### src/shared/crf_pkg.sv
// Constants and state layout for the processor register file
package crf_pkg;

	// Widths
	localparam int WORD_W  = 16;
	localparam int BYTE_W  = 8;
	localparam int LONG_W  = 32;
	localparam int ADDR20_W = 20;
	localparam int FLAG_W  = 11;
	localparam int REG_IDX_W = 5;
	localparam int BANKS   = 2;
	localparam int NDATA   = 4;

	// Register indices on the access port
	localparam logic [4:0] IDX_DATA0  = 5'h00;
	localparam logic [4:0] IDX_DATA1  = 5'h01;
	localparam logic [4:0] IDX_DATA2  = 5'h02;
	localparam logic [4:0] IDX_DATA3  = 5'h03;
	localparam logic [4:0] IDX_D0_HI  = 5'h04;
	localparam logic [4:0] IDX_D0_LO  = 5'h05;
	localparam logic [4:0] IDX_D1_HI  = 5'h06;
	localparam logic [4:0] IDX_D1_LO  = 5'h07;
	localparam logic [4:0] IDX_PAIR_LO = 5'h08;
	localparam logic [4:0] IDX_PAIR_HI = 5'h09;
	localparam logic [4:0] IDX_ADDR0  = 5'h0A;
	localparam logic [4:0] IDX_ADDR1  = 5'h0B;
	localparam logic [4:0] IDX_ADDR_PAIR = 5'h0C;
	localparam logic [4:0] IDX_FRAME  = 5'h0D;
	localparam logic [4:0] IDX_STATIC = 5'h0E;
	localparam logic [4:0] IDX_VECTOR = 5'h0F;
	localparam logic [4:0] IDX_PC     = 5'h10;
	localparam logic [4:0] IDX_SP     = 5'h11;
	localparam logic [4:0] IDX_USER_SP = 5'h12;
	localparam logic [4:0] IDX_IRQ_SP  = 5'h13;
	localparam logic [4:0] IDX_FLAGS  = 5'h14;

	// Flag bit positions
	localparam int FLAG_C = 0;
	localparam int FLAG_D = 1;
	localparam int FLAG_Z = 2;
	localparam int FLAG_S = 3;
	localparam int FLAG_B = 4;
	localparam int FLAG_O = 5;
	localparam int FLAG_I = 6;
	localparam int FLAG_U = 7;

	// Operand size of an arithmetic result
	localparam logic [1:0] SZ_BYTE = 2'h0;
	localparam logic [1:0] SZ_WORD = 2'h1;
	localparam logic [1:0] SZ_LONG = 2'h2;

	// Reset values
	localparam logic [15:0] RST_WORD  = 16'h0000;
	localparam logic [19:0] RST_ADDR20 = 20'h0_0000;
	localparam logic [10:0] RST_FLAGS = 11'h000;
	localparam logic [31:0] RD_ZERO   = 32'h0000_0000;

	typedef struct packed {
		logic [BANKS-1:0][NDATA-1:0][WORD_W-1:0] dreg;
		logic [BANKS-1:0][1:0][WORD_W-1:0]       areg;
		logic [BANKS-1:0][WORD_W-1:0]            frame;
		logic [WORD_W-1:0]                       stat_base;
		logic [ADDR20_W-1:0]                     vec_base;
		logic [ADDR20_W-1:0]                     pc;
		logic [WORD_W-1:0]                       user_sp;
		logic [WORD_W-1:0]                       irq_sp;
		logic [FLAG_W-1:0]                       flags;
		logic [WORD_W-1:0]                       act_sp;
		logic [WORD_W-1:0]                       act_frame;
		logic [LONG_W-1:0]                       act_apair;
		logic [LONG_W-1:0]                       rdata;
	} crf_state_t;

endpackage : crf_pkg

### src/crf_register_file.sv
// Programmer-visible register file of the processor core
//
// Function
// - Four 16-bit data registers, readable and writable as operands.
// - Data registers 0 and 1 have separately writable high and low bytes.
// - Data 2:0 and data 3:1 act as 32-bit pairs.
// - Two 16-bit address registers, usable as base and operand.
// - Address 1:0 form one 32-bit register, address 1 upper.
// - 16-bit frame base register for frame-relative addressing.
// - 20-bit vector table base register.
// - 20-bit program counter holding the next instruction address.
// - Two 16-bit stack pointers, stack select flag picks the active one.
// - 16-bit static base register.
// - 11-bit flag register showing the processor state.
// - Carry flag takes carry, borrow or shift-out from the ALU.
// - Zero flag is 1 for a zero result, else 0.
// - Sign flag is 1 for a negative result, else 0.
// - Bank flag selects which bank all banked accesses reach.
// - Overflow flag is 1 on overflow, else 0.
//
// The plain strobed port and the register offsets were chosen for this implementation.
`timescale 1ns/100ps

module crf_register_file
	import crf_pkg::*;
(
	input  wire logic                 clk_i,
	input  wire logic                 resetn_i,
	input  wire logic [REG_IDX_W-1:0] addr_i,
	input  wire logic [LONG_W-1:0]    wdata_i,
	input  wire logic                 wr_i,
	input  wire logic                 rd_i,
	input  wire logic                 alu_upd_i,
	input  wire logic [LONG_W-1:0]    alu_result_i,
	input  wire logic [1:0]           alu_size_i,
	input  wire logic                 alu_carry_i,
	input  wire logic                 alu_ovf_i,
	input  wire logic                 pc_adv_i,
	input  wire logic [2:0]           pc_step_i,
	output logic      [LONG_W-1:0]    rdata_o,
	output logic      [FLAG_W-1:0]    flags_o,
	output logic      [ADDR20_W-1:0]  pc_o,
	output logic      [WORD_W-1:0]    active_sp_o,
	output logic      [ADDR20_W-1:0]  vector_base_o,
	output logic      [WORD_W-1:0]    frame_base_o,
	output logic      [WORD_W-1:0]    static_base_o,
	output logic      [LONG_W-1:0]    addr_pair_o
);

	crf_state_t st_reg;
	crf_state_t st_next;
	logic       bank;
	logic       res_zero;
	logic       res_neg;

	////////////////////////////////////////////////////////////////////////
	// Result classification for the condition flags

	always_comb begin
		res_zero = 1'b0;
		res_neg  = 1'b0;
		case (alu_size_i)
			SZ_BYTE: begin
				res_zero = (alu_result_i[BYTE_W-1:0] == '0);
				res_neg  = alu_result_i[BYTE_W-1];
			end
			SZ_WORD: begin
				res_zero = (alu_result_i[WORD_W-1:0] == '0);
				res_neg  = alu_result_i[WORD_W-1];
			end
			default: begin
				res_zero = (alu_result_i == '0);
				res_neg  = alu_result_i[LONG_W-1];
			end
		endcase
	end

	////////////////////////////////////////////////////////////////////////
	// Next-state logic

	always_comb begin
		st_next = st_reg;
		bank = st_reg.flags[FLAG_B];

		if (wr_i) begin
			if (addr_i <= IDX_DATA3) begin
				st_next.dreg[bank][addr_i[1:0]] = wdata_i[WORD_W-1:0];
			end else if (addr_i == IDX_D0_HI) begin
				st_next.dreg[bank][0][WORD_W-1:BYTE_W] = wdata_i[BYTE_W-1:0];
			end else if (addr_i == IDX_D0_LO) begin
				st_next.dreg[bank][0][BYTE_W-1:0] = wdata_i[BYTE_W-1:0];
			end else if (addr_i == IDX_D1_HI) begin
				st_next.dreg[bank][1][WORD_W-1:BYTE_W] = wdata_i[BYTE_W-1:0];
			end else if (addr_i == IDX_D1_LO) begin
				st_next.dreg[bank][1][BYTE_W-1:0] = wdata_i[BYTE_W-1:0];
			end else if (addr_i == IDX_PAIR_LO) begin
				st_next.dreg[bank][2] = wdata_i[LONG_W-1:WORD_W];
				st_next.dreg[bank][0] = wdata_i[WORD_W-1:0];
			end else if (addr_i == IDX_PAIR_HI) begin
				st_next.dreg[bank][3] = wdata_i[LONG_W-1:WORD_W];
				st_next.dreg[bank][1] = wdata_i[WORD_W-1:0];
			end else if (addr_i == IDX_ADDR0) begin
				st_next.areg[bank][0] = wdata_i[WORD_W-1:0];
			end else if (addr_i == IDX_ADDR1) begin
				st_next.areg[bank][1] = wdata_i[WORD_W-1:0];
			end else if (addr_i == IDX_ADDR_PAIR) begin
				st_next.areg[bank][1] = wdata_i[LONG_W-1:WORD_W];
				st_next.areg[bank][0] = wdata_i[WORD_W-1:0];
			end else if (addr_i == IDX_FRAME) begin
				st_next.frame[bank] = wdata_i[WORD_W-1:0];
			end else if (addr_i == IDX_STATIC) begin
				st_next.stat_base = wdata_i[WORD_W-1:0];
			end else if (addr_i == IDX_VECTOR) begin
				st_next.vec_base = wdata_i[ADDR20_W-1:0];
			end else if (addr_i == IDX_PC) begin
				st_next.pc = wdata_i[ADDR20_W-1:0];
			end else if (addr_i == IDX_SP) begin
				if (st_reg.flags[FLAG_U]) begin
					st_next.user_sp = wdata_i[WORD_W-1:0];
				end else begin
					st_next.irq_sp = wdata_i[WORD_W-1:0];
				end
			end else if (addr_i == IDX_USER_SP) begin
				st_next.user_sp = wdata_i[WORD_W-1:0];
			end else if (addr_i == IDX_IRQ_SP) begin
				st_next.irq_sp = wdata_i[WORD_W-1:0];
			// whole flag register write; debug bit stored as given
			end else if (addr_i == IDX_FLAGS) begin
				st_next.flags = wdata_i[FLAG_W-1:0];
			end
		end

		// advance to next instruction; a direct load wins over a step
		if (pc_adv_i && !(wr_i && addr_i == IDX_PC)) begin
			st_next.pc = st_reg.pc + ADDR20_W'(pc_step_i);
		end

		// Condition flags from the ALU win over a same-cycle software write
		if (alu_upd_i) begin
			st_next.flags[FLAG_C] = alu_carry_i;
			st_next.flags[FLAG_Z] = res_zero;
			st_next.flags[FLAG_S] = res_neg;
			st_next.flags[FLAG_O] = alu_ovf_i;
		end

		// registered copy of the active stack pointer
		st_next.act_sp = st_next.flags[FLAG_U] ? st_next.user_sp : st_next.irq_sp;
		// selected frame base
		// Registered so the bank mux never sits between a flop and the pin
		st_next.act_frame = st_next.frame[st_next.flags[FLAG_B]];
		st_next.act_apair = {st_next.areg[st_next.flags[FLAG_B]][1], st_next.areg[st_next.flags[FLAG_B]][0]};

		// Read data stands in the cycle after the strobe only
		st_next.rdata = RD_ZERO;
		if (rd_i) begin
			if (addr_i <= IDX_DATA3) begin
				st_next.rdata = LONG_W'(st_reg.dreg[bank][addr_i[1:0]]);
			end else if (addr_i == IDX_D0_HI) begin
				st_next.rdata = LONG_W'(st_reg.dreg[bank][0][WORD_W-1:BYTE_W]);
			end else if (addr_i == IDX_D0_LO) begin
				st_next.rdata = LONG_W'(st_reg.dreg[bank][0][BYTE_W-1:0]);
			end else if (addr_i == IDX_D1_HI) begin
				st_next.rdata = LONG_W'(st_reg.dreg[bank][1][WORD_W-1:BYTE_W]);
			end else if (addr_i == IDX_D1_LO) begin
				st_next.rdata = LONG_W'(st_reg.dreg[bank][1][BYTE_W-1:0]);
			end else if (addr_i == IDX_PAIR_LO) begin
				st_next.rdata = {st_reg.dreg[bank][2], st_reg.dreg[bank][0]};
			end else if (addr_i == IDX_PAIR_HI) begin
				st_next.rdata = {st_reg.dreg[bank][3], st_reg.dreg[bank][1]};
			end else if (addr_i == IDX_ADDR0) begin
				st_next.rdata = LONG_W'(st_reg.areg[bank][0]);
			end else if (addr_i == IDX_ADDR1) begin
				st_next.rdata = LONG_W'(st_reg.areg[bank][1]);
			end else if (addr_i == IDX_ADDR_PAIR) begin
				st_next.rdata = {st_reg.areg[bank][1], st_reg.areg[bank][0]};
			end else if (addr_i == IDX_FRAME) begin
				st_next.rdata = LONG_W'(st_reg.frame[bank]);
			end else if (addr_i == IDX_STATIC) begin
				st_next.rdata = LONG_W'(st_reg.stat_base);
			end else if (addr_i == IDX_VECTOR) begin
				st_next.rdata = LONG_W'(st_reg.vec_base);
			end else if (addr_i == IDX_PC) begin
				st_next.rdata = LONG_W'(st_reg.pc);
			end else if (addr_i == IDX_SP) begin
				st_next.rdata = LONG_W'(st_reg.act_sp);
			end else if (addr_i == IDX_USER_SP) begin
				st_next.rdata = LONG_W'(st_reg.user_sp);
			end else if (addr_i == IDX_IRQ_SP) begin
				st_next.rdata = LONG_W'(st_reg.irq_sp);
			end else if (addr_i == IDX_FLAGS) begin
				st_next.rdata = LONG_W'(st_reg.flags);
			end
		end
	end

	////////////////////////////////////////////////////////////////////////
	// State register

	always_ff @(posedge clk_i or negedge resetn_i) begin
		if (!resetn_i) begin
			st_reg.dreg   <= '0;
			st_reg.areg   <= '0;
			st_reg.frame     <= '0;
			st_reg.stat_base <= RST_WORD;
			st_reg.vec_base  <= RST_ADDR20;
			st_reg.pc        <= RST_ADDR20;
			st_reg.user_sp   <= RST_WORD;
			st_reg.irq_sp    <= RST_WORD;
			st_reg.flags     <= RST_FLAGS;
			st_reg.act_sp    <= RST_WORD;
			st_reg.act_frame <= RST_WORD;
			st_reg.act_apair <= RD_ZERO;
			st_reg.rdata  <= RD_ZERO;
		end else begin
			st_reg <= st_next;
		end
	end

	////////////////////////////////////////////////////////////////////////
	// Outputs straight from state flip-flops

	assign rdata_o       = st_reg.rdata;
	assign flags_o       = st_reg.flags;
	assign pc_o          = st_reg.pc;
	assign active_sp_o   = st_reg.act_sp;
	assign vector_base_o = st_reg.vec_base;
	assign frame_base_o  = st_reg.act_frame;
	assign static_base_o = st_reg.stat_base;
	assign addr_pair_o   = st_reg.act_apair;

endmodule : crf_register_file

### config.mk
export PLATFORM = sky130hd
export DESIGN_NAME = crf_register_file
export DESIGN_NICKNAME = d
export VERILOG_FILES = /design/src/shared/crf_pkg.sv /design/src/crf_register_file.sv
export SDC_FILE = /design/constraint.sdc
export NUM_CORES = 1
export LEC_CHECK = 0
export BUFFER_PORTS_ARGS = -buffer_cell sky130_fd_sc_hd__buf_2
export CAP_MARGIN = 20
export CORE_MARGIN = 5
export CORE_UTILIZATION = 45
export CTS_BUF_LIST = sky130_fd_sc_hd__clkbuf_2 sky130_fd_sc_hd__clkbuf_4 sky130_fd_sc_hd__clkbuf_8
export CTS_CLUSTER_DIAMETER = 150
export DETAILED_ROUTE_END_ITERATION = 12
export PLACE_DENSITY = 0.72
export SETUP_SLACK_MARGIN = 0.2
export SKIP_LAST_GASP = 1
export SLEW_MARGIN = 20
export SYNTH_ARGS = -nofsm -noshare
export SYNTH_HDL_FRONTEND = slang
export SYNTH_SLANG_ARGS = --single-unit
### constraint.sdc
create_clock -name clk_i -period 2.5 [get_ports clk_i]
set_clock_uncertainty 0.2 [all_clocks]
set_input_delay 0.125 -clock clk_i [delete_from_list [all_inputs] [get_ports clk_i]]
set_output_delay 0.125 -clock clk_i [all_outputs]
set_load 0.02 [all_outputs]
Word level (Yosys, flattened, before mapping)
Index checks and enable logic that the tools add are counted. W data, S select, Z words.

Add/sub/neg operators: 1. Multipliers: 0. Divide/modulo/power cells: 0. Order comparisons: 6. Equality and inequality tests: 48. Shifts and indexed selects: 0. Mux-type cells: 116. Bitwise logic cells: 17. Reductions and logical operators: 20.

Operator list (count): $mux W195 (8); $bwmux W128 (9); $mux W128 (7); $mux W32 (20); $demux W64 S1 (9); $mux W64 (7); $mux W131 (3); $mux W16 (19); $bwmux W64 (4); $mux W20 (7); $mux W99 (1); $mux W83 (1); $demux W32 S1 (2); $mux W63 (1); $ne A2 B2 Y1 const B (27); $mux W48 (1); $mux W11 (4); $mux W43 (1); $eq A5 B4 Y1 const B (8); $reduce_and A19 Y1 (2); $bmux W16 S2 (1); $bwmux W32 (1); $demux W16 S2 (1); $logic_not A32 Y1 (1); other kinds (29) (63).

Bits in registers: 419. Bits in latches: 0. Bits in writable memories: 0. ROM bits: 0. Input port bits: 82. Memories: 0.

Logic depth before layout (Yosys ltp)
Depth after elaboration: 22. Gate-level depth with buffers: 10. Mapped depth without buffers: 9.

Least setup slack after synthesis
OpenSTA, ideal clock, no wires.

Path type: register to register. Start: register st_reg, in the netlist flags_o[4]. End: register st_reg, in the netlist addr_pair_o[25]. Data arrival time: 1928 ps. Slack: 247 ps. Stages on the path, launching flop included: 8. Path buffers: 3. Clock period less this slack: 2253 ps. Cell sequence: dfrtp_1 buf_2 buf_2 buf_1 mux2i_1 o22ai_1 a22o_1 mux2_2.

RTL lines: from (decl) (RTL line crf_register_file.sv:50) `crf_state_t st_reg;`; from (signal assigned) (RTL line crf_register_file.sv:215) `st_reg <= st_next;`.

==> results.yml <==
outcome:
  status: "completed"
worst_setup_path:
  rr_worst_depth: 9
  cp-start-kind: "primary input"
  worstPathRequired_ns: 2.83
  regToRegEndpoint: "rdata_o[4]"
  reg2reg_from: "flags_o[4]"
  crit_end: "rdata_o[9]"
  worst_ep_arrival_time_ns: 2.70
  crit_fanout: 12
  critical_path_class: "in2reg"
  endpoint_kind: "flip-flop"
  r2r_setup_slack_ns: 0.13
  startpoint: "addr_i[4]"
power:
  peakVddDrop_v: 0.0005411
  p_leak_uw: 0.01269
  powerDensity_nw_per_um2: 823.7
  finalPower_uw: 23270
detailed_routing:
  drt-initial-drc-count: 2752
  routedWlPerCell_um: 28.77
  viasPerCell: 6.366
  vias: 21420
  antenna_left: 0
  dr.pass1.iters: 7
  wl_um: 96810
  route.detailed.drc: 0
placed_design:
  dpl_cell_area_um2: 25430
  place_congestion: 1.076
  portBuffers: 244
  place_ws_ns: -0.4466
  numPlacedInstances: 3160
  dp_hpwl_um: 68510
final_layout:
  instances_no_fill: 3365
  n_antenna_cell: 0
  area_growth_pct: 21.75
  fin_util_pct: 55.19
  fin_nets: 2714
  drive_above_1_share_pct: 35.61
  largest_register_ffs: 256
  fill_cells: 4410
  finish.instance_area_um2: 28250
sta:
  finalHoldViolCount: 0
  post-route-period-util_pct: 94.67
  rsz0062_at_grt: "true"
  tightest_slew_ns: 0.9893
  slew_headroom_pct: 34.05
  setup_viol: 0
  min_period_ns: 2.367
  clock.fmax_mhz: 422.5
  drv_slew: 0
  worst_slack_ns: 0.1334
global_routing:
  grt_first_pass_wirelength_um: 140700
  antenna_found_initial: 3
  grt_max_degree: 73
  grt_use_total_pct: 33.29
  grt_remaining_overflow: 0
  grt_pass1_vias: 21330
yosys:
  avgSynthCellArea_um2: 9.956
  synth_fp_nets: 2417
  ys_async_sr_fraction_pct: 100.0
  synth_compound_area_share_pct: 18.07
  netlist_area_um2: 23210
  synth-simple-area-share_pct: 10.72
  synth.distinct_cells: 81
  synthMuxAreaShare_pct: 16.44
  synth_xor_area_share_pct: 0.1510
  synth-main-ff-cell: "dfrtp_1"
  synth_top_family_by_area: "compound AO/OA/AOI/OAI gates"
  synth-seq-cells: 419
  synth-edff-count: 0
  synth_cells: 2331
  ys_warn_count: 0
  synthAdderAreaFrac_pct: 0.2480
  seq_area_frac_synth_pct: 45.18
die:
  die-height_um: 237.1
  coreArea_um2: 51200
  io_pins: 245
  dieArea_um2: 56210
  fp.dieW_um: 237.1
  row_count: 83
  start_util_pct: 45.33
clock_tree:
  clock_latency_ns: 0.69
  cts_tree: "done"
  clkTransAtPathRegs_ns: 0.06
  cts_buffers: 76
  htreeDepth: 3
  clock_sinks: 419
  clock_path_buffers: 3
  clock-root-buffer: "clkbuf_8"
worst_hold_path:
  min_path_type: "in2reg"
job:
  drv_cap: 0
-- how the worst min path moves through the flow --
stage | start | end | cells after the start
after floorplan | resetn_i | active_sp_o[0] | 0
after global placement | resetn_i | st_reg[343] | 1
after detailed placement | resetn_i | st_reg[408] | 1
after CTS | addr_i[3] | rdata_o[3] | 5
after global routing | addr_i[3] | rdata_o[2] | 5
final | addr_i[3] | rdata_o[1] | 5
-- power breakdown --
part,internal (uW),switching (uW),total [uW]
logic,2880,4160,7030
clock network,4010,3060,7070
registers,8070,1110,9180
total,15000,8320,23300
-- Yosys cell counts (7+ instances only) --
cell type | instances | area (um2)
o211ai_1 | 10 | 75.07
dfrtp_1 | 419 | 10490
o21ai_0 | 171 | 855.8
o21a_1 | 10 | 75.07
mux2i_1 | 112 | 1121
a21oi_1 | 113 | 565.5
buf_4 | 176 | 1321
nor4_1 | 8 | 50.05
buf_1 | 10 | 37.54
nand2_1 | 256 | 960.9
nand2b_1 | 12 | 75.07
mux2_4 | 9 | 135.1
a31oi_1 | 53 | 331.6
nand4_1 | 9 | 56.30
o221ai_1 | 13 | 113.9
o22ai_1 | 62 | 387.9
nor3_1 | 14 | 70.07
a22oi_1 | 37 | 277.8
o2bb2ai_1 | 7 | 61.31
nand3_1 | 21 | 105.1
nor2_1 | 190 | 713.2
inv_1 | 7 | 26.28
clkbuf_1 | 98 | 367.9
a211oi_1 | 8 | 60.06
a221oi_1 | 11 | 96.34
a32oi_1 | 51 | 446.7
buf_2 | 61 | 305.3
mux4_2 | 13 | 292.8
mux2_2 | 200 | 2252
a22o_1 | 49 | 429.2
-- layout make-up --
type                            instances  area [um2]  share of cell area, %
Tap cell                              680       850.8                  3.011
Inverter                               12       45.04                 0.1594
Sequential cell                       419       10490                  37.12
Timing Repair Buffer                  569        4253                  15.05
Clock inverter                         20       196.4                 0.6952
Multi-Input combinational cell       1550       10980                  38.85
Clock buffer                          115        1445                  5.115
-- cells by family after synthesis --
kind of cell / Yosys count
multiplexers: 335
AND/OR/NAND/NOR: 562
flip-flops: 419
buffers and inverters: 362
XOR/XNOR: 4
adder cells (fa/ha/maj): 4
AO/OA/AOI/OAI: 645
-- cells in the final DEF (no fill, tap or decap), drive strengths merged, types with 53 or more instances in the layout --
| cell type | synthesis | layout |
|---|---|---|
| nand2 | 256 | 256 |
| o21ai | 177 | 177 |
| mux2i | 113 | 113 |
| o22ai | 62 | 62 |
| clkbuf | 98 | 116 |
| a31oi | 53 | 53 |
| dlygate4sd3 | 0 | 60 |
| nor2 | 196 | 196 |
| mux2 | 209 | 209 |
| buf | 252 | 507 |
| dfrtp | 419 | 419 |
| a21oi | 114 | 114 |
-- metrics by stage --
stage                     TNS, ns  hold slack, ns
after floorplan                 0         -0.3706
after global placement    -0.8431       -0.003791
after detailed placement  -0.9992       0.0009514
after CTS                       0         0.01199
after global routing            0         0.06634
final                           0         0.06734
-- what timing repair did --
action,in CTS,in global routing
gates resized for setup,47,47
hold endpoints to repair,680,0
hold buffers,61,0
setup endpoints to repair,44,46
pin swaps,13,19
gates cloned,2,1
setup buffers,3,4
-- worst max-delay path, cell delays in order --
cell           delay, ns
buf_2               0.18
dlygate4sd3_1       0.63
a311oi_1            0.45
nand2b_1            0.43
dlygate4sd3_1       0.75
o221ai_1            0.14
-- layer usage --
metal | up-vias | wire length (um) | GRT usage (%) | part of all wire (%)
met1 | 10520 | 36390 | 42.89 | 38
met4 | 0 | 7237 | 19.38 | 7.5
met5 | - | 0 | 0 | 0
met3 | 382 | 10430 | 8.362 | 11
met2 | 1570 | 42760 | 51.05 | 44
li1 | 8945 | - | - | -
Note: power is estimated with default switching activity, not from simulation.
